**src/dram_host_pkg.sv**
```systemverilog
// Package: register map, command encodings and link timing for the DRAM clock and command host
package dram_host_pkg;

  // Register byte offsets
  localparam logic [4:0] OFS_CTRL = 5'h00;
  localparam logic [4:0] OFS_CMD = 5'h04;
  localparam logic [4:0] OFS_EXTRA = 5'h08;
  localparam logic [4:0] OFS_STATUS = 5'h0c;

  // Control register fields
  localparam int CTRL_ENABLE_BIT = 0;
  localparam int CTRL_STOP_BIT = 1;
  localparam int CTRL_CLEAR_ERR_BIT = 2;
  localparam int CTRL_DIV_LSB = 8;

  // Command register fields
  localparam int CMD_KIND_LSB = 0;
  localparam int CMD_BANK_LSB = 4;
  localparam int CMD_FLAG_BIT = 7;
  localparam int CMD_BURST_BIT = 8;
  localparam int CMD_C9_BIT = 9;
  localparam int CMD_COL_LSB = 10;
  localparam int CMD_MADDR_LSB = 17;
  localparam int CMD_OPER_LSB = 23;

  // Status register fields
  localparam int STAT_STATE_LSB = 0;
  localparam int STAT_ENABLE_BIT = 3;
  localparam int STAT_RUNNING_BIT = 4;
  localparam int STAT_PENDING_BIT = 5;
  localparam int STAT_ERR_BIT = 6;
  localparam int STAT_READY_BIT = 7;
  localparam int STAT_FREQ_BIT = 8;

  // Values after reset
  localparam logic [7:0] HALF_DIV_RST = 8'h01;
  localparam logic [7:0] EXTRA_RST = 8'h00;

  // Link timing: printed times in ps, clock-count parts in link clocks
  localparam int TIMER_W = 9;
  localparam int unsigned SYS_PERIOD_PS = 10000;
  localparam int unsigned CMD_TO_ENABLE_LOW_PS = 1750;
  localparam int unsigned CLOCK_HOLD_AFTER_ENABLE_LOW_PS = 5000;
  localparam int unsigned CLOCK_VALID_BEFORE_ENABLE_HIGH_PS = 1750;
  localparam int unsigned POWERDOWN_EXIT_DELAY_PS = 7500;
  localparam logic [8:0] CMD_TO_ENABLE_LOW_SYS = 9'((CMD_TO_ENABLE_LOW_PS + SYS_PERIOD_PS - 1) / SYS_PERIOD_PS);
  localparam logic [8:0] CLOCK_HOLD_SYS = 9'((CLOCK_HOLD_AFTER_ENABLE_LOW_PS + SYS_PERIOD_PS - 1) / SYS_PERIOD_PS);
  localparam logic [8:0] CLOCK_VALID_SYS = 9'((CLOCK_VALID_BEFORE_ENABLE_HIGH_PS + SYS_PERIOD_PS - 1) / SYS_PERIOD_PS);
  localparam logic [8:0] EXIT_DELAY_SYS = 9'((POWERDOWN_EXIT_DELAY_PS + SYS_PERIOD_PS - 1) / SYS_PERIOD_PS);
  localparam logic [8:0] CMD_TO_ENABLE_LOW_NCK = 9'h003;
  localparam logic [8:0] CLOCK_HOLD_NCK = 9'h005;
  localparam logic [8:0] CLOCK_VALID_NCK = 9'h003;
  localparam logic [8:0] EXIT_DELAY_NCK = 9'h005;
  localparam logic [8:0] RESTART_EXTRA_NCK = 9'h002;
  localparam logic [8:0] STOP_EXTRA_NCK = 9'h004;
  localparam logic [8:0] DRAIN_BASE_NCK = (STOP_EXTRA_NCK > CMD_TO_ENABLE_LOW_NCK) ? STOP_EXTRA_NCK
                                                                                  : CMD_TO_ENABLE_LOW_NCK;

  // First-edge opcodes on bus bits 4..0 (bit i is bus bit i)
  localparam logic [4:0] OPC_MULTI_PURPOSE = 5'h00;
  localparam logic [4:0] OPC_PRECHARGE = 5'h10;
  localparam logic [4:0] OPC_REFRESH = 5'h08;
  localparam logic [4:0] OPC_SELF_REFRESH_ENTRY = 5'h18;
  localparam logic [4:0] OPC_WRITE_FIRST = 5'h04;
  localparam logic [4:0] OPC_SELF_REFRESH_EXIT = 5'h14;
  localparam logic [4:0] OPC_MASK_WRITE_FIRST = 5'h0c;
  localparam logic [4:0] OPC_READ_FIRST = 5'h02;
  localparam logic [4:0] OPC_COLUMN_SECOND = 5'h12;
  localparam logic [4:0] OPC_MODE_WRITE_FIRST = 5'h06;
  localparam logic [4:0] OPC_MODE_WRITE_SECOND = 5'h16;
  localparam logic [4:0] OPC_MODE_READ_FIRST = 5'h0e;

  // Command kinds accepted from software
  typedef enum logic [3:0] {
    KIND_MULTI_PURPOSE = 4'b0000,
    KIND_PRECHARGE = 4'b0001,
    KIND_REFRESH = 4'b0010,
    KIND_SELF_REFRESH_ENTRY = 4'b0011,
    KIND_SELF_REFRESH_EXIT = 4'b0100,
    KIND_WRITE = 4'b0101,
    KIND_MASK_WRITE = 4'b0110,
    KIND_READ = 4'b0111,
    KIND_MODE_WRITE = 4'b1000,
    KIND_MODE_READ = 4'b1001
  } cmd_kind_t;

  // Sequencer states
  typedef enum logic [2:0] {
    ST_POWER_DOWN = 3'b000,
    ST_CLOCK_VALID = 3'b001,
    ST_EXIT_WAIT = 3'b010,
    ST_IDLE = 3'b011,
    ST_COMMAND = 3'b100,
    ST_DRAIN = 3'b101,
    ST_HOLD_LOW = 3'b110,
    ST_STOPPED = 3'b111
  } seq_state_t;

  // Encoded bus words of one command, sent in order from word 0
  typedef struct packed {
    logic [2:0] len;
    logic [3:0][5:0] word;
  } cmd_seq_t;

endpackage : dram_host_pkg

```
**src/dram_clk_if.sv**
```systemverilog
// Interface: run control and edge strobes between the sequencer and the link clock generator
interface dram_clk_if;
  logic run;
  logic [7:0] half_div;
  logic rise;
  logic fall;
  logic running;
  logic clock_true;
  logic clock_comp;
  modport gen (input run, input half_div, output rise, output fall, output running,
               output clock_true, output clock_comp);
  modport seq (output run, output half_div, input rise, input fall, input running,
               input clock_true, input clock_comp);
endinterface : dram_clk_if

```
**src/dram_clock_gen.sv**
```systemverilog
// Link clock generator: divided differential clock with clean stop and divider reload
module dram_clock_gen import dram_host_pkg::*; (
  // System clock and reset
  input wire logic clock,
  input wire logic rst_n,
  // Sequencer side
  dram_clk_if.gen clk_if
);

  logic [7:0] half_cnt_r;
  logic [7:0] div_r;
  logic true_r;
  logic comp_r;
  logic running_r;
  logic half_end;

  assign half_end = (half_cnt_r == div_r);
  // Strobes lead the clock edge they announce, so pins move with the edge
  assign clk_if.fall = running_r & half_end & true_r;
  assign clk_if.rise = running_r & half_end & ~true_r & clk_if.run;
  assign clk_if.running = running_r;
  assign clk_if.clock_true = true_r;
  assign clk_if.clock_comp = comp_r;

  // Half-period counter; the divider is reloaded only while stopped
  always_ff @(posedge clock or negedge rst_n) begin
    if (!rst_n) begin
      half_cnt_r <= 8'h00;
      div_r <= HALF_DIV_RST;
      true_r <= 1'b0;
      comp_r <= 1'b1;
      running_r <= 1'b1;
    end else if (!running_r) begin
      half_cnt_r <= 8'h00;
      div_r <= clk_if.half_div;
      if (clk_if.run) begin
        running_r <= 1'b1;
      end
    end else if (half_end) begin
      half_cnt_r <= 8'h00;
      if (true_r) begin
        true_r <= 1'b0;
        comp_r <= 1'b1;
      end else if (clk_if.run) begin
        true_r <= 1'b1;
        comp_r <= 1'b0;
      end else begin
        running_r <= 1'b0;
      end
    end else begin
      half_cnt_r <= half_cnt_r + 8'h01;
    end
  end

endmodule : dram_clock_gen

```
**src/dram_clock_stop_and_command_decode.sv**
```systemverilog
// Host controller: issues two-edge DRAM commands, drives enable and stops or retunes the clock
//
// Decided for this implementation: the Avalon-MM register port and the address map.
module dram_clock_stop_and_command_decode import dram_host_pkg::*; (
  // System clock and reset
  input wire logic clock,
  input wire logic rst_n,
  // Avalon-MM slave
  input wire logic [4:0] avs_address,
  input wire logic avs_read,
  input wire logic avs_write,
  input wire logic [31:0] avs_writedata,
  output logic [31:0] avs_readdata,
  output logic avs_waitrequest,
  // DRAM pins
  output logic clock_true,
  output logic clock_comp,
  output logic clock_enable_pin,
  output logic chip_select,
  output logic [5:0] command_address_bus
);

  dram_clk_if clk_if ();

  // Software-facing registers
  logic enable_req_r;
  logic stop_req_r;
  logic [7:0] half_div_r;
  logic [7:0] extra_r;
  logic err_r;
  logic freq_note_r;
  logic pending_r;
  logic [31:0] cmd_r;
  cmd_seq_t seq_r;
  logic [7:0] run_div_r;

  // Bus slave
  logic wait_r;
  logic [31:0] readdata_r;
  logic [31:0] rd_word;
  logic accept;
  logic cmd_legal;
  cmd_seq_t enc;

  // Sequencer
  seq_state_t state_r;
  logic enable_r;
  logic select_r;
  logic [5:0] bus_r;
  logic run_r;
  logic [2:0] idx_r;
  logic sent_r;
  logic tmr_start_r;
  logic [8:0] need_ticks_r;
  logic [8:0] need_sys_r;
  logic tmr_done;
  logic wait_over;

  // Clock generator and wait timer
  dram_clock_gen u_clock_gen (
    .clock(clock),
    .rst_n(rst_n),
    .clk_if(clk_if.gen)
  );

  tick_timer #(.W(TIMER_W)) u_timer (
    .clock(clock),
    .rst_n(rst_n),
    .start(tmr_start_r),
    .tick(clk_if.rise),
    .need_ticks(need_ticks_r),
    .need_sys(need_sys_r),
    .done(tmr_done)
  );

  assign clk_if.run = run_r;
  assign clk_if.half_div = half_div_r;
  // A done left over from the previous wait is ignored while the new one starts
  assign wait_over = tmr_done & ~tmr_start_r;

  // Pins and bus answers come straight from flip-flops
  assign clock_true = clk_if.clock_true;
  assign clock_comp = clk_if.clock_comp;
  assign clock_enable_pin = enable_r;
  assign chip_select = select_r;
  assign command_address_bus = bus_r;
  assign avs_readdata = readdata_r;
  assign avs_waitrequest = wait_r;

  // Encode a command word from software into its sequence of bus words
  function automatic cmd_seq_t encode(input logic [31:0] c);
    cmd_seq_t s;
    logic [2:0] bank;
    logic flag;
    logic burst;
    logic c9;
    logic [6:0] col;
    logic [5:0] maddr;
    logic [7:0] oper;
    s = '0;
    bank = c[CMD_BANK_LSB +: 3];
    flag = c[CMD_FLAG_BIT];
    burst = c[CMD_BURST_BIT];
    c9 = c[CMD_C9_BIT];
    col = c[CMD_COL_LSB +: 7];
    maddr = c[CMD_MADDR_LSB +: 6];
    oper = c[CMD_OPER_LSB +: 8];
    s.len = 3'd2;
    unique case (cmd_kind_t'(c[CMD_KIND_LSB +: 4]))
      KIND_MULTI_PURPOSE: begin
        s.word[0] = {oper[6], OPC_MULTI_PURPOSE};
        s.word[1] = oper[5:0];
      end
      KIND_PRECHARGE: begin
        s.word[0] = {flag, OPC_PRECHARGE};
        s.word[1] = {3'b000, bank};
      end
      KIND_REFRESH: begin
        s.word[0] = {flag, OPC_REFRESH};
        s.word[1] = {3'b000, bank};
      end
      KIND_SELF_REFRESH_ENTRY: begin
        s.word[0] = {1'b0, OPC_SELF_REFRESH_ENTRY};
      end
      KIND_SELF_REFRESH_EXIT: begin
        s.word[0] = {1'b0, OPC_SELF_REFRESH_EXIT};
      end
      KIND_WRITE, KIND_READ: begin
        s.word[0] = {burst, (c[CMD_KIND_LSB +: 4] == KIND_WRITE) ? OPC_WRITE_FIRST : OPC_READ_FIRST};
        s.word[1] = {flag, c9, 1'b0, bank};
        s.word[2] = {col[6], OPC_COLUMN_SECOND};
        s.word[3] = col[5:0];
        s.len = 3'd4;
      end
      KIND_MASK_WRITE: begin
        s.word[0] = {1'b0, OPC_MASK_WRITE_FIRST};
        s.word[1] = {flag, c9, 1'b0, bank};
        s.word[2] = {col[6], OPC_COLUMN_SECOND};
        s.word[3] = col[5:0];
        s.len = 3'd4;
      end
      KIND_MODE_WRITE: begin
        s.word[0] = {oper[7], OPC_MODE_WRITE_FIRST};
        s.word[1] = maddr;
        s.word[2] = {oper[6], OPC_MODE_WRITE_SECOND};
        s.word[3] = oper[5:0];
        s.len = 3'd4;
      end
      KIND_MODE_READ: begin
        s.word[0] = {1'b0, OPC_MODE_READ_FIRST};
        s.word[1] = maddr;
        s.word[2] = {col[6], OPC_COLUMN_SECOND};
        s.word[3] = col[5:0];
        s.len = 3'd4;
      end
      default: begin
        s.len = 3'd0;
      end
    endcase
    return s;
  endfunction : encode

  assign enc = encode(avs_writedata);
  assign accept = (avs_read | avs_write) & ~wait_r;
  // Commands only while enable is wanted high, no stop wanted and no error pending
  assign cmd_legal = (enc.len != 3'd0) & enable_req_r & ~stop_req_r & ~err_r;

  // Read mux
  always_comb begin
    rd_word = 32'h0000_0000;
    case (avs_address)
      OFS_CTRL: begin
        rd_word[CTRL_ENABLE_BIT] = enable_req_r;
        rd_word[CTRL_STOP_BIT] = stop_req_r;
        rd_word[CTRL_DIV_LSB +: 8] = half_div_r;
      end
      OFS_CMD: begin
        rd_word = cmd_r;
      end
      OFS_EXTRA: begin
        rd_word[7:0] = extra_r;
      end
      OFS_STATUS: begin
        rd_word[STAT_STATE_LSB +: 3] = state_r;
        rd_word[STAT_ENABLE_BIT] = enable_r;
        rd_word[STAT_RUNNING_BIT] = clk_if.running;
        rd_word[STAT_PENDING_BIT] = pending_r;
        rd_word[STAT_ERR_BIT] = err_r;
        rd_word[STAT_READY_BIT] = (state_r == ST_IDLE);
        rd_word[STAT_FREQ_BIT] = freq_note_r;
      end
      default: begin
        rd_word = 32'h0000_0000;
      end
    endcase
  end

  // Bus handshake: answer one cycle after the request, stall a command write while one is queued
  always_ff @(posedge clock or negedge rst_n) begin
    if (!rst_n) begin
      wait_r <= 1'b1;
      readdata_r <= 32'h0000_0000;
    end else if (!wait_r) begin
      wait_r <= 1'b1;
    end else if ((avs_read | avs_write) && !(avs_write && avs_address == OFS_CMD && pending_r)) begin
      wait_r <= 1'b0;
      readdata_r <= rd_word;
    end
  end

  // Control and timing registers written by software
  always_ff @(posedge clock or negedge rst_n) begin
    if (!rst_n) begin
      enable_req_r <= 1'b0;
      stop_req_r <= 1'b0;
      half_div_r <= HALF_DIV_RST;
      extra_r <= EXTRA_RST;
    end else if (accept && avs_write) begin
      if (avs_address == OFS_CTRL) begin
        enable_req_r <= avs_writedata[CTRL_ENABLE_BIT];
        stop_req_r <= avs_writedata[CTRL_STOP_BIT];
        half_div_r <= avs_writedata[CTRL_DIV_LSB +: 8];
      end
      if (avs_address == OFS_EXTRA) begin
        extra_r <= avs_writedata[7:0];
      end
    end
  end

  // Command slot: filled by a legal command write, emptied when its last word is sent
  always_ff @(posedge clock or negedge rst_n) begin
    if (!rst_n) begin
      pending_r <= 1'b0;
      cmd_r <= 32'h0000_0000;
      seq_r <= '0;
    end else if (accept && avs_write && avs_address == OFS_CMD && cmd_legal) begin
      pending_r <= 1'b1;
      cmd_r <= avs_writedata;
      seq_r <= enc;
    end else if (sent_r) begin
      pending_r <= 1'b0;
    end
  end

  // Error flag for refused commands; stays until software clears it after re-initialising the part
  always_ff @(posedge clock or negedge rst_n) begin
    if (!rst_n) begin
      err_r <= 1'b0;
    end else if (accept && avs_write && avs_address == OFS_CMD && !cmd_legal) begin
      err_r <= 1'b1;
    end else if (accept && avs_write && avs_address == OFS_CTRL && avs_writedata[CTRL_CLEAR_ERR_BIT]) begin
      err_r <= 1'b0;
    end
  end

  // Frequency-changed note: set when the clock restarts on a new divider, write one to clear (set wins)
  always_ff @(posedge clock or negedge rst_n) begin
    if (!rst_n) begin
      freq_note_r <= 1'b0;
      run_div_r <= HALF_DIV_RST;
    end else begin
      if (!clk_if.running && run_r) begin
        run_div_r <= half_div_r;
      end
      if (!clk_if.running && run_r && half_div_r != run_div_r) begin
        freq_note_r <= 1'b1;
      end else if (accept && avs_write && avs_address == OFS_STATUS && avs_writedata[STAT_FREQ_BIT]) begin
        freq_note_r <= 1'b0;
      end
    end
  end

  // Link sequencer: command words, enable pin, clock run and the waits between them
  always_ff @(posedge clock or negedge rst_n) begin
    if (!rst_n) begin
      state_r <= ST_POWER_DOWN;
      enable_r <= 1'b0;
      select_r <= 1'b0;
      bus_r <= 6'h00;
      run_r <= 1'b1;
      idx_r <= 3'd0;
      sent_r <= 1'b0;
      tmr_start_r <= 1'b0;
      need_ticks_r <= 9'h000;
      need_sys_r <= 9'h000;
    end else begin
      tmr_start_r <= 1'b0;
      sent_r <= 1'b0;
      unique case (state_r)
        ST_POWER_DOWN: begin
          run_r <= ~stop_req_r;
          if (enable_req_r && !stop_req_r && run_r && clk_if.running) begin
            state_r <= ST_CLOCK_VALID;
            tmr_start_r <= 1'b1;
            need_ticks_r <= CLOCK_VALID_NCK;
            need_sys_r <= CLOCK_VALID_SYS;
          end
        end
        ST_CLOCK_VALID: begin
          if (!enable_req_r || stop_req_r) begin
            state_r <= ST_POWER_DOWN;
          end else if (wait_over && clk_if.fall) begin
            enable_r <= 1'b1;
            state_r <= ST_EXIT_WAIT;
            tmr_start_r <= 1'b1;
            need_ticks_r <= EXIT_DELAY_NCK;
            need_sys_r <= EXIT_DELAY_SYS;
          end
        end
        ST_EXIT_WAIT: begin
          if (wait_over) begin
            state_r <= ST_IDLE;
          end
        end
        ST_IDLE: begin
          if (clk_if.fall) begin
            if (pending_r) begin
              select_r <= 1'b1;
              bus_r <= seq_r.word[0];
              idx_r <= 3'd1;
              state_r <= ST_COMMAND;
            end else if (!enable_req_r || stop_req_r) begin
              state_r <= ST_DRAIN;
              tmr_start_r <= 1'b1;
              need_ticks_r <= DRAIN_BASE_NCK + {1'b0, extra_r};
              need_sys_r <= CMD_TO_ENABLE_LOW_SYS;
            end
          end
        end
        ST_COMMAND: begin
          if (clk_if.fall) begin
            if (idx_r == seq_r.len) begin
              select_r <= 1'b0;
              bus_r <= 6'h00;
              sent_r <= 1'b1;
              state_r <= ST_IDLE;
            end else begin
              select_r <= ~idx_r[0];
              bus_r <= seq_r.word[idx_r[1:0]];
              idx_r <= idx_r + 3'd1;
            end
          end
        end
        ST_DRAIN: begin
          if (enable_req_r && !stop_req_r) begin
            state_r <= ST_IDLE;
          end else if (wait_over && clk_if.fall) begin
            if (!enable_req_r) begin
              enable_r <= 1'b0;
              state_r <= ST_HOLD_LOW;
              tmr_start_r <= 1'b1;
              need_ticks_r <= CLOCK_HOLD_NCK;
              need_sys_r <= CLOCK_HOLD_SYS;
            end else begin
              run_r <= 1'b0;
              state_r <= ST_STOPPED;
            end
          end
        end
        ST_HOLD_LOW: begin
          if (wait_over) begin
            state_r <= ST_POWER_DOWN;
          end
        end
        ST_STOPPED: begin
          if (!stop_req_r && !clk_if.running) begin
            run_r <= 1'b1;
            state_r <= ST_EXIT_WAIT;
            tmr_start_r <= 1'b1;
            need_ticks_r <= RESTART_EXTRA_NCK + EXIT_DELAY_NCK;
            need_sys_r <= EXIT_DELAY_SYS;
          end
        end
      endcase
    end
  end

endmodule : dram_clock_stop_and_command_decode

```
**src/tick_timer.sv**
```systemverilog
// Wait timer: counts link clock rises and system cycles until both minimums are met
module tick_timer #(
  parameter int W = 9
) (
  // System clock and reset
  input wire logic clock,
  input wire logic rst_n,
  // Wait control
  input wire logic start,
  input wire logic tick,
  input wire logic [W-1:0] need_ticks,
  input wire logic [W-1:0] need_sys,
  output logic done
);

  logic [W:0] tick_cnt_r;
  logic [W:0] sys_cnt_r;
  logic done_r;

  assign done = done_r;

  // Saturating counters, cleared by start
  always_ff @(posedge clock or negedge rst_n) begin
    if (!rst_n) begin
      tick_cnt_r <= '0;
      sys_cnt_r <= '0;
      done_r <= 1'b0;
    end else if (start) begin
      tick_cnt_r <= '0;
      sys_cnt_r <= '0;
      done_r <= 1'b0;
    end else begin
      if (tick && !tick_cnt_r[W]) begin
        tick_cnt_r <= tick_cnt_r + (W+1)'(1);
      end
      if (!sys_cnt_r[W]) begin
        sys_cnt_r <= sys_cnt_r + (W+1)'(1);
      end
      done_r <= (tick_cnt_r >= {1'b0, need_ticks}) && (sys_cnt_r >= {1'b0, need_sys});
    end
  end

endmodule : tick_timer
```
**config.mk**
```make
export PLATFORM = sky130hd
export DESIGN_NAME = dram_clock_stop_and_command_decode
export DESIGN_NICKNAME = d
export VERILOG_FILES = /design/src/dram_host_pkg.sv /design/src/dram_clk_if.sv /design/src/dram_clock_gen.sv /design/src/dram_clock_stop_and_command_decode.sv /design/src/tick_timer.sv
export SDC_FILE = /design/constraint.sdc
export NUM_CORES = 1
export LEC_CHECK = 0
export BUFFER_PORTS_ARGS = -buffer_cell sky130_fd_sc_hd__buf_2
export CAP_MARGIN = 20
export CORE_AREA = 4 4 180 182
export CTS_CLUSTER_DIAMETER = 60
export CTS_CLUSTER_SIZE = 28
export DETAILED_ROUTE_END_ITERATION = 12
export DIE_AREA = 0 0 184 186
export PLACE_DENSITY = 0.45
export SLEW_MARGIN = 10
export SYNTH_ARGS = -nofsm -noshare
export SYNTH_HDL_FRONTEND = slang
export SYNTH_SLANG_ARGS = --single-unit
export TNS_END_PERCENT = 10
```
**constraint.sdc**
```tcl
create_clock -name clock -period 6.15 [get_ports clock]
set_clock_uncertainty 0.15 [all_clocks]
set_input_delay 1.23 -clock clock [delete_from_list [all_inputs] [get_ports clock]]
set_output_delay 1.23 -clock clock [all_outputs]
set_load 0.005 [all_outputs]
```
==> key figures, run 1 <==
Power and ir drop
  – Net Sw Frac: 0.3400
  – Total power: 3.493 mW
  – PwrDens: 341.4 mW/mm^2
  – Flop pwr share: 0.455
  – Switch Pwr: 1.188 mW
  – Max VDD drop: 207.0 uV
  – Share of total power in the clock network: 0.314
  – Leakage power: 4.864 nW
  – P_int: 2.305 mW
  – Comb power frac: 0.230

STA
  – Transition time at the pin with the least slew margin: 830.7 ps
  – Top achievable clock speed: 302.7 MHz
  – TNS Setup: 0 ps
  – Portion of the clock cycle consumed by the worst path in the final layout: 0.5372
  – Minimum setup slack in the final design: 2846 ps
  – Time the worst path needs with I/O delays and setup: 3304 ps
  – Setup violators final: 0
  – RSZ-0062 raised after global routing: false
  – Slew margin rel.: 0.4462
  – Hold Fails Final Rpt: 0
  – Hold WS: 279.3 ps
  – Number of max-slew violations in the final report: 0

CTS
  – Root buffer selected by CTS: clkbuf_16
  – Maximum clock path buffer count: 2
  – Clk_lat worst skew: 430 ps
  – Clock tree from TritonCTS: done
  – Clock-pin slew of the registers on the worst-case setup and hold paths: 70 ps
  – Num Clock Sinks: 183
  – Hold_buf cts: 0
  – H-Tree Depth: 4
  – Post-cts resize count: 0
  – Number of buffers inserted to repair setup after CTS: 0
  – Clock buffers created by TritonCTS: 17

Detailed routing
  – DR vias/cell: 4.795
  – Antenna Nets Post-Route: 0
  – Wire length after detailed routing: 23970 um
  – Vias after detailed routing: 6569
  – Violation count after the first detailed-routing iteration: 462
  – Routed length per instance: 17.50 um
  – Length of the first detailed-routing pass in iterations: 5
  – DRC violation count after routing: 0

Setup path
  – Worst reg2reg endpoint: idx_r[0]$_DFFE_PN0P_
  – Startpoint types: input port
  – Worst setup path class: input port to register
  – Nature of the critical path endpoint: register
  – Max FO, Critical Path: 26
  – Launch point of the worst reg-to-reg path: state_r[1]$_DFFE_PN0P_
  – R2r setup slk: 3370 ps
  – Number of cells on the worst reg-to-reg path: 6
  – Data arrival at the endpoint of the critical path: 3520 ps
  – Critical path data required time: 6370 ps

Synth
  – Cell type with the largest total area after synthesis: dfrtp_1
  – Synthesized Nets: 957
  – Gate Count Post-Synth: 901
  – Number of register bits inferred by synthesis: 183
  – Count of flip-flops with a built-in enable after synthesis: 0
  – Seq/Total Area, Yosys: 0.5168
  – Share of the synthesized area in the top cell type: 0.4961
  – Post-Syn Area per Cell: 9.854 sq um
  – Post-Syn Area: 0.008879 sq mm
  – Synth cell types: 58
  – Most used DFF post-synth: dfrtp_1
  – Ranking of synthesized cells by area: dfrtp_1 50%, nand2_1 8.3%, mux2_2 5.6%, o21ai_0 3.2%, nor2_1 2.7%
  – Async set or reset register ratio after synthesis: 1.000
  – Warnings, synthesis: 0

Global route
  – Global-route wire length before repair: 38740 um
  – Total GRT Usage: 0.1447
  – Residual overflow from global routing: 0
  – Pin count of the biggest net entering global routing: 98
  – Antenna violations before repair: 0
  – Vias in the first global route: 6539

Place
  – IO buf count: 83
  – Placement Setup Slack: 2441 ps
  – Routability congestion estimate: 0.7559
  – Cell count after placement: 1338
  – DP Area: 0.009651 sq mm
  – Estimated wirelength of the detail-placed design: 17170 um

Min path
  – Number of cells on the worst hold path: 1
  – Path category of the worst min-delay check: register to register
  – Worst Hold Launch: sent_r$_DFF_PN0_
  – Worst-case hold path end point: pending_r$_DFFE_PN0P_

Cells and area
  – Summed area of non-filler cells in the final layout: 0.01023 sq mm
  – Layout area overhead: 15.23%
  – Register cell area after layout: 0.004588 sq mm
  – Most common library cell in the layout ignoring fill and taps: nand2_1
  – Share of the core filled with cells: 0.3345
  – Area of the multi-input gates: 0.004000 sq mm
  – Antenna cells: 0
  – Filler-free cell count of the finished design: 1370
  – Commonest cells after routing, fill and taps aside: 197 x nand2_1, 176 x dfrtp_1, 82 x buf_2
  – Number of nets in the layout: 1017
  – Final-layout fill cell count: 3154
  – Fraction of final layout cells sized beyond drive strength 1: 0.1951

Floorplanning
  – Overall die height: 186 um
  – Initial core utilization: 0.2902
  – Full die area: 0.03422 sq mm
  – Overall die width: 184 um
  – Number of primary I/O pins: 84
  – Standard-cell rows: 64
  – Placeable Area: 0.03059 sq mm

Flow run
  – Total of max-cap violations: 0

Status
  – Status: finished, final reports clean
## Yosys cell counts (4+ instances only)
master    number
nand2_1      197
dfrtp_1      176
nor2_1        63
o21ai_0       57
mux2_2        44
clkbuf_1      30
a21oi_1       27
xnor2_1       22
inv_1         20
a22oi_1       19
xor2_1        19
nand3_1       18
ha_1          15
buf_2         14
and3_1        13
mux2i_1       12
nor3_1        12
nand2b_1      11
o31ai_1       11
nor2b_1       10
a221oi_1       8
a31oi_1        8
dfstp_2        7
nand4_1        7
or3_1          7
a22o_1         6
mux4_2         6
o21a_1         6
nor3b_1        5
a21o_1         4
and2_1         4
buf_1          4
## routing by layer
layer	vias up	global-route usage	share of wire
li1	3227	-	-
met1	3232	0.2182	0.52
met2	96	0.2166	0.44
met3	14	0.02423	0.026
met4	0	0.03579	0.0098
met5	-	0	0
## critical path, stage by stage
cell	delay, ps
buf_2	280
and2b_1	300
and2_1	160
buf_4	300
nand2_1	170
nor2_4	480
buf_4	400
nor2_1	80
nor2_1	100
## power by group through the flow
stage | Sequential, mW | Combinational [mW] | Clock [mW]
after floorplan | 1.49 | 0.665 | 0
after global placement | 1.62 | 0.808 | 0
after detailed placement | 1.62 | 0.815 | 0
after CTS | 1.59 | 0.820 | 1.13
after global routing | 1.63 | 0.928 | 1.17
final | 1.59 | 0.805 | 1.10
## flip-flops by register name, indices dropped and copies added, names as in the netlist, 9 cells and up
name and count:
u_timer.tick_cnt_r 10, avs_readdata 32, need_ticks_r 9, u_timer.sys_cnt_r 10, seq_r 22, cmd_r 32
## area by class of cell
class | instances | area share
Tap cell | 396 | 0.04843
Sequential cell | 183 | 0.4485
Clock buffer | 21 | 0.04500
Clock inverter | 11 | 0.01174
Inverter | 20 | 0.007338
Multi-Input combinational cell | 647 | 0.3910
Timing Repair Buffer | 92 | 0.04806
## how the worst max path moves through the flow
stage,start,endpoint,slack (ps),cells after the start
after detailed placement,avs_address[2],seq_r[22]$_DFFE_PN0P_,2440,9
final,avs_address[2],seq_r[22]$_DFFE_PN0P_,2850,9
after floorplan,avs_address[1],clk_if.half_div[1]$_DFFE_PN0P_,3090,6
after CTS,avs_address[2],seq_r[22]$_DFFE_PN0P_,2890,9
after global routing,avs_address[2],seq_r[22]$_DFFE_PN0P_,2630,9
after global placement,avs_address[2],seq_r[17]$_DFFE_PN0P_,2470,9
## kinds of logic (layout without fill, tap and decap cells)
family	count (synthesis)	after routing	synth area share
simple gates	359	359	0.1805
flops	183	183	0.5168
compound gates	170	170	0.1225
buf+inv	71	144	0.03410
mux	62	62	0.08456
xor+xnor	41	41	0.04044
fa+ha+maj	15	15	0.02114
Power figures use the tool's default switching activity.
==> run 2, diff against run 1 <==
PLACE_DENSITY = 0.46   (was 0.45)
clock period = 2.9 ns   (was 6.15 ns; I/O delays follow)
==> key figures, run 2 (synthesized netlist as in run 1, its figures left out) <==
STA
  – Portion of the clock cycle consumed by the worst path in the final layout: 0.8964
  – Transition time at the pin with the least slew margin: 645.4 ps (-185.3 ps)
  – Number of max-slew violations in the final report: 0 (unchanged)
  – RSZ-0062 raised after global routing: false
  – Time the worst path needs with I/O delays and setup: 2600 ps
  – Top achievable clock speed: 384.7 MHz
  – Hold Fails Final Rpt: 0 (unchanged)
  – Minimum setup slack in the final design: 300.4 ps (-2546 ps)
  – Setup violators final: 0 (unchanged)
  – Slew margin rel.: 0.5681 (+0.1219)
  – TNS Setup: 0 ps (unchanged)
  – Hold WS: 215.9 ps (-63.33 ps)

Global route
  – Global-route wire length before repair: 39260 um (+1.4%)
  – Vias in the first global route: 6738 (+3.0%)
  – Residual overflow from global routing: 0 (unchanged)
  – Pin count of the biggest net entering global routing: 57 (-42%)
  – Antenna violations before repair: 2 (+2)
  – Total GRT Usage: 0.1453 (+0.0005722)

CTS
  – Maximum clock path buffer count: 2 (unchanged)
  – Clock tree from TritonCTS: done
  – H-Tree Depth: 4 (unchanged)
  – Clk_lat worst skew: 430 ps (about the same)
  – Root buffer selected by CTS: clkbuf_16
  – Number of buffers inserted to repair setup after CTS: 0 (unchanged)
  – Num Clock Sinks: 183 (unchanged)
  – Clock-pin slew of the registers on the worst-case setup and hold paths: 80 ps (about the same)
  – Clock buffers created by TritonCTS: 17 (unchanged)

Floorplanning
  – Overall die height: 186 um (unchanged)
  – Full die area: 0.03422 sq mm (unchanged)
  – Number of primary I/O pins: 84 (unchanged)
  – Placeable Area: 0.03059 sq mm (unchanged)
  – Standard-cell rows: 64 (unchanged)
  – Initial core utilization: 0.2902 (unchanged)
  – Overall die width: 184 um (unchanged)

Detailed routing
  – Wire length after detailed routing: 23980 um (about the same)
  – Vias after detailed routing: 6665 (+1.5%)
  – DRC violation count after routing: 0 (unchanged)
  – Routed length per instance: 17.19 um (-1.8%)
  – DR vias/cell: 4.778 (-0.36%)
  – Violation count after the first detailed-routing iteration: 411 (-11%)
  – Antenna Nets Post-Route: 0 (unchanged)
  – Length of the first detailed-routing pass in iterations: 5 (unchanged)

Cells and area
  – Layout area overhead: 18.49%
  – Number of nets in the layout: 1042 (+2.5%)
  – Share of the core filled with cells: 0.3439 (+0.009449)
  – Commonest cells after routing, fill and taps aside: 197 x nand2_1, 176 x dfrtp_1, 82 x buf_2
  – Final-layout fill cell count: 3134 (-0.63%)
  – Most common library cell in the layout ignoring fill and taps: nand2_1
  – Antenna cells: 0 (unchanged)
  – Fraction of final layout cells sized beyond drive strength 1: 0.2162 (+0.02114)

Place
  – Routability congestion estimate: 0.7930 (+4.9%)
  – IO buf count: 83 (unchanged)
  – Placement Setup Slack: 320.0 ps (-2121 ps)
  – Estimated wirelength of the detail-placed design: 17580 um (+2.3%)

Setup path
  – Slowest library cell on the worst path: or3_1
  – Data arrival at the endpoint of the critical path: 2750 ps (-770 ps)
  – Cell type group with the largest total delay on the critical path: simple AND/OR/NAND/NOR gates
  – WP buf/inv: 0 (-3)
  – Nature of the critical path endpoint: register
  – Largest stage delay, worst path: 670 ps (+190 ps)
  – Launch point of the worst reg-to-reg path: u_clock_gen.half_cnt_r[2]$_DFF_PN0_
  – Critical path, cell by cell: xor2_1, nor4_4, nand2_2, or3_1, a211oi_2, a21oi_1
  – Critical path data required time: 3050 ps (-3320 ps)
  – Max FO, Critical Path: 17 (-35%)
  – Worst setup path class: register to register
  – Worst setup startpoint: u_clock_gen.half_cnt_r[2]$_DFF_PN0_
  – Startpoint types: register

Power and ir drop
  – PwrDens: 724.0 mW/mm^2 (+110%)
  – Max VDD drop: 395.8 uV (+91%)
  – Leakage power: 5.025 nW (+3.3%)
  – Total power: 7.616 mW (+120%)

Flow run
  – Total of max-cap violations: 0 (unchanged)

Min path
  – Worst Hold Launch: avs_writedata[18]
  – Path category of the worst min-delay check: input port to register

Status
  – Status: finished, final reports clean
-- run 2: layer usage --
| metal | vias to the layer above | track usage | share of wire |
|---|---|---|---|
| li1 | 3282 | - | - |
| met1 | 3269 | 0.2155 | 0.51 |
| met2 | 96 | 0.2222 | 0.45 |
| met3 | 14 | 0.02482 | 0.028 |
| met4 | 4 | 0.03372 | 0.010 |
| met5 | - | 0 | 0.0011 |
-- run 2: timing repair --
| action | in CTS | in global routing |
|---|---|---|
| gates resized for setup | 0 | 0 |
| endpoints found under the hold margin | 46 | 0 |
| hold buffers | 1 | 0 |
-- run 2: final timing paths --
check                                                   end  slack (ps)  cells past startpoint
min                                   cmd_r[18]$_DFFE_PN0P_         220                      3
max in group asynchronous            extra_r[0]$_DFFE_PN0P_        1330                      3
max reg2reg                         chip_select$_DFFE_PN0P_         300                      6
max                                 chip_select$_DFFE_PN0P_         300                      6
min reg2reg                           pending_r$_DFFE_PN0P_         290                      1
min in group asynchronous  u_timer.sys_cnt_r[7]$_DFFE_PN0P_         520                      2
-- run 2: metrics by stage --
stage                     instances  instance area [sq um]
final                          1395                  10520
after global routing           1395                  10520
after CTS                      1395                  10520
after detailed placement       1362                   9868
after global placement         1362                   9868
after floorplan                 901                   8879
-- run 2: area by class of cell --
type | count | area [sq um] | share of cell area
multi-input cells | 647 | 4000 | 0.3802
repair buffers | 117 | 719.4 | 0.06839
clock inverters | 15 | 216.5 | 0.02058
inverters | 20 | 75.07 | 0.007136
clock buffers | 17 | 425.4 | 0.04044
flip-flops and latches | 183 | 4588 | 0.4361
well taps | 396 | 495.5 | 0.04710
-- run 2: worst reg2reg max path: stages (launching register included) --
cell and delay, ps:
dfrtp_1 440, xor2_1 210, nor4_4 410, nand2_2 210, or3_1 670, a211oi_2 330, a21oi_1 60
-- run 2: report_power, final --
part / total [mW] / leakage [nW] / internal, mW / switching [mW]
combinational: 1.81 / 2.27 / 0.805 / 1.00
clock: 2.48 / 0.305 / 1.27 / 1.21
sequential: 3.33 / 2.45 / 2.89 / 0.437
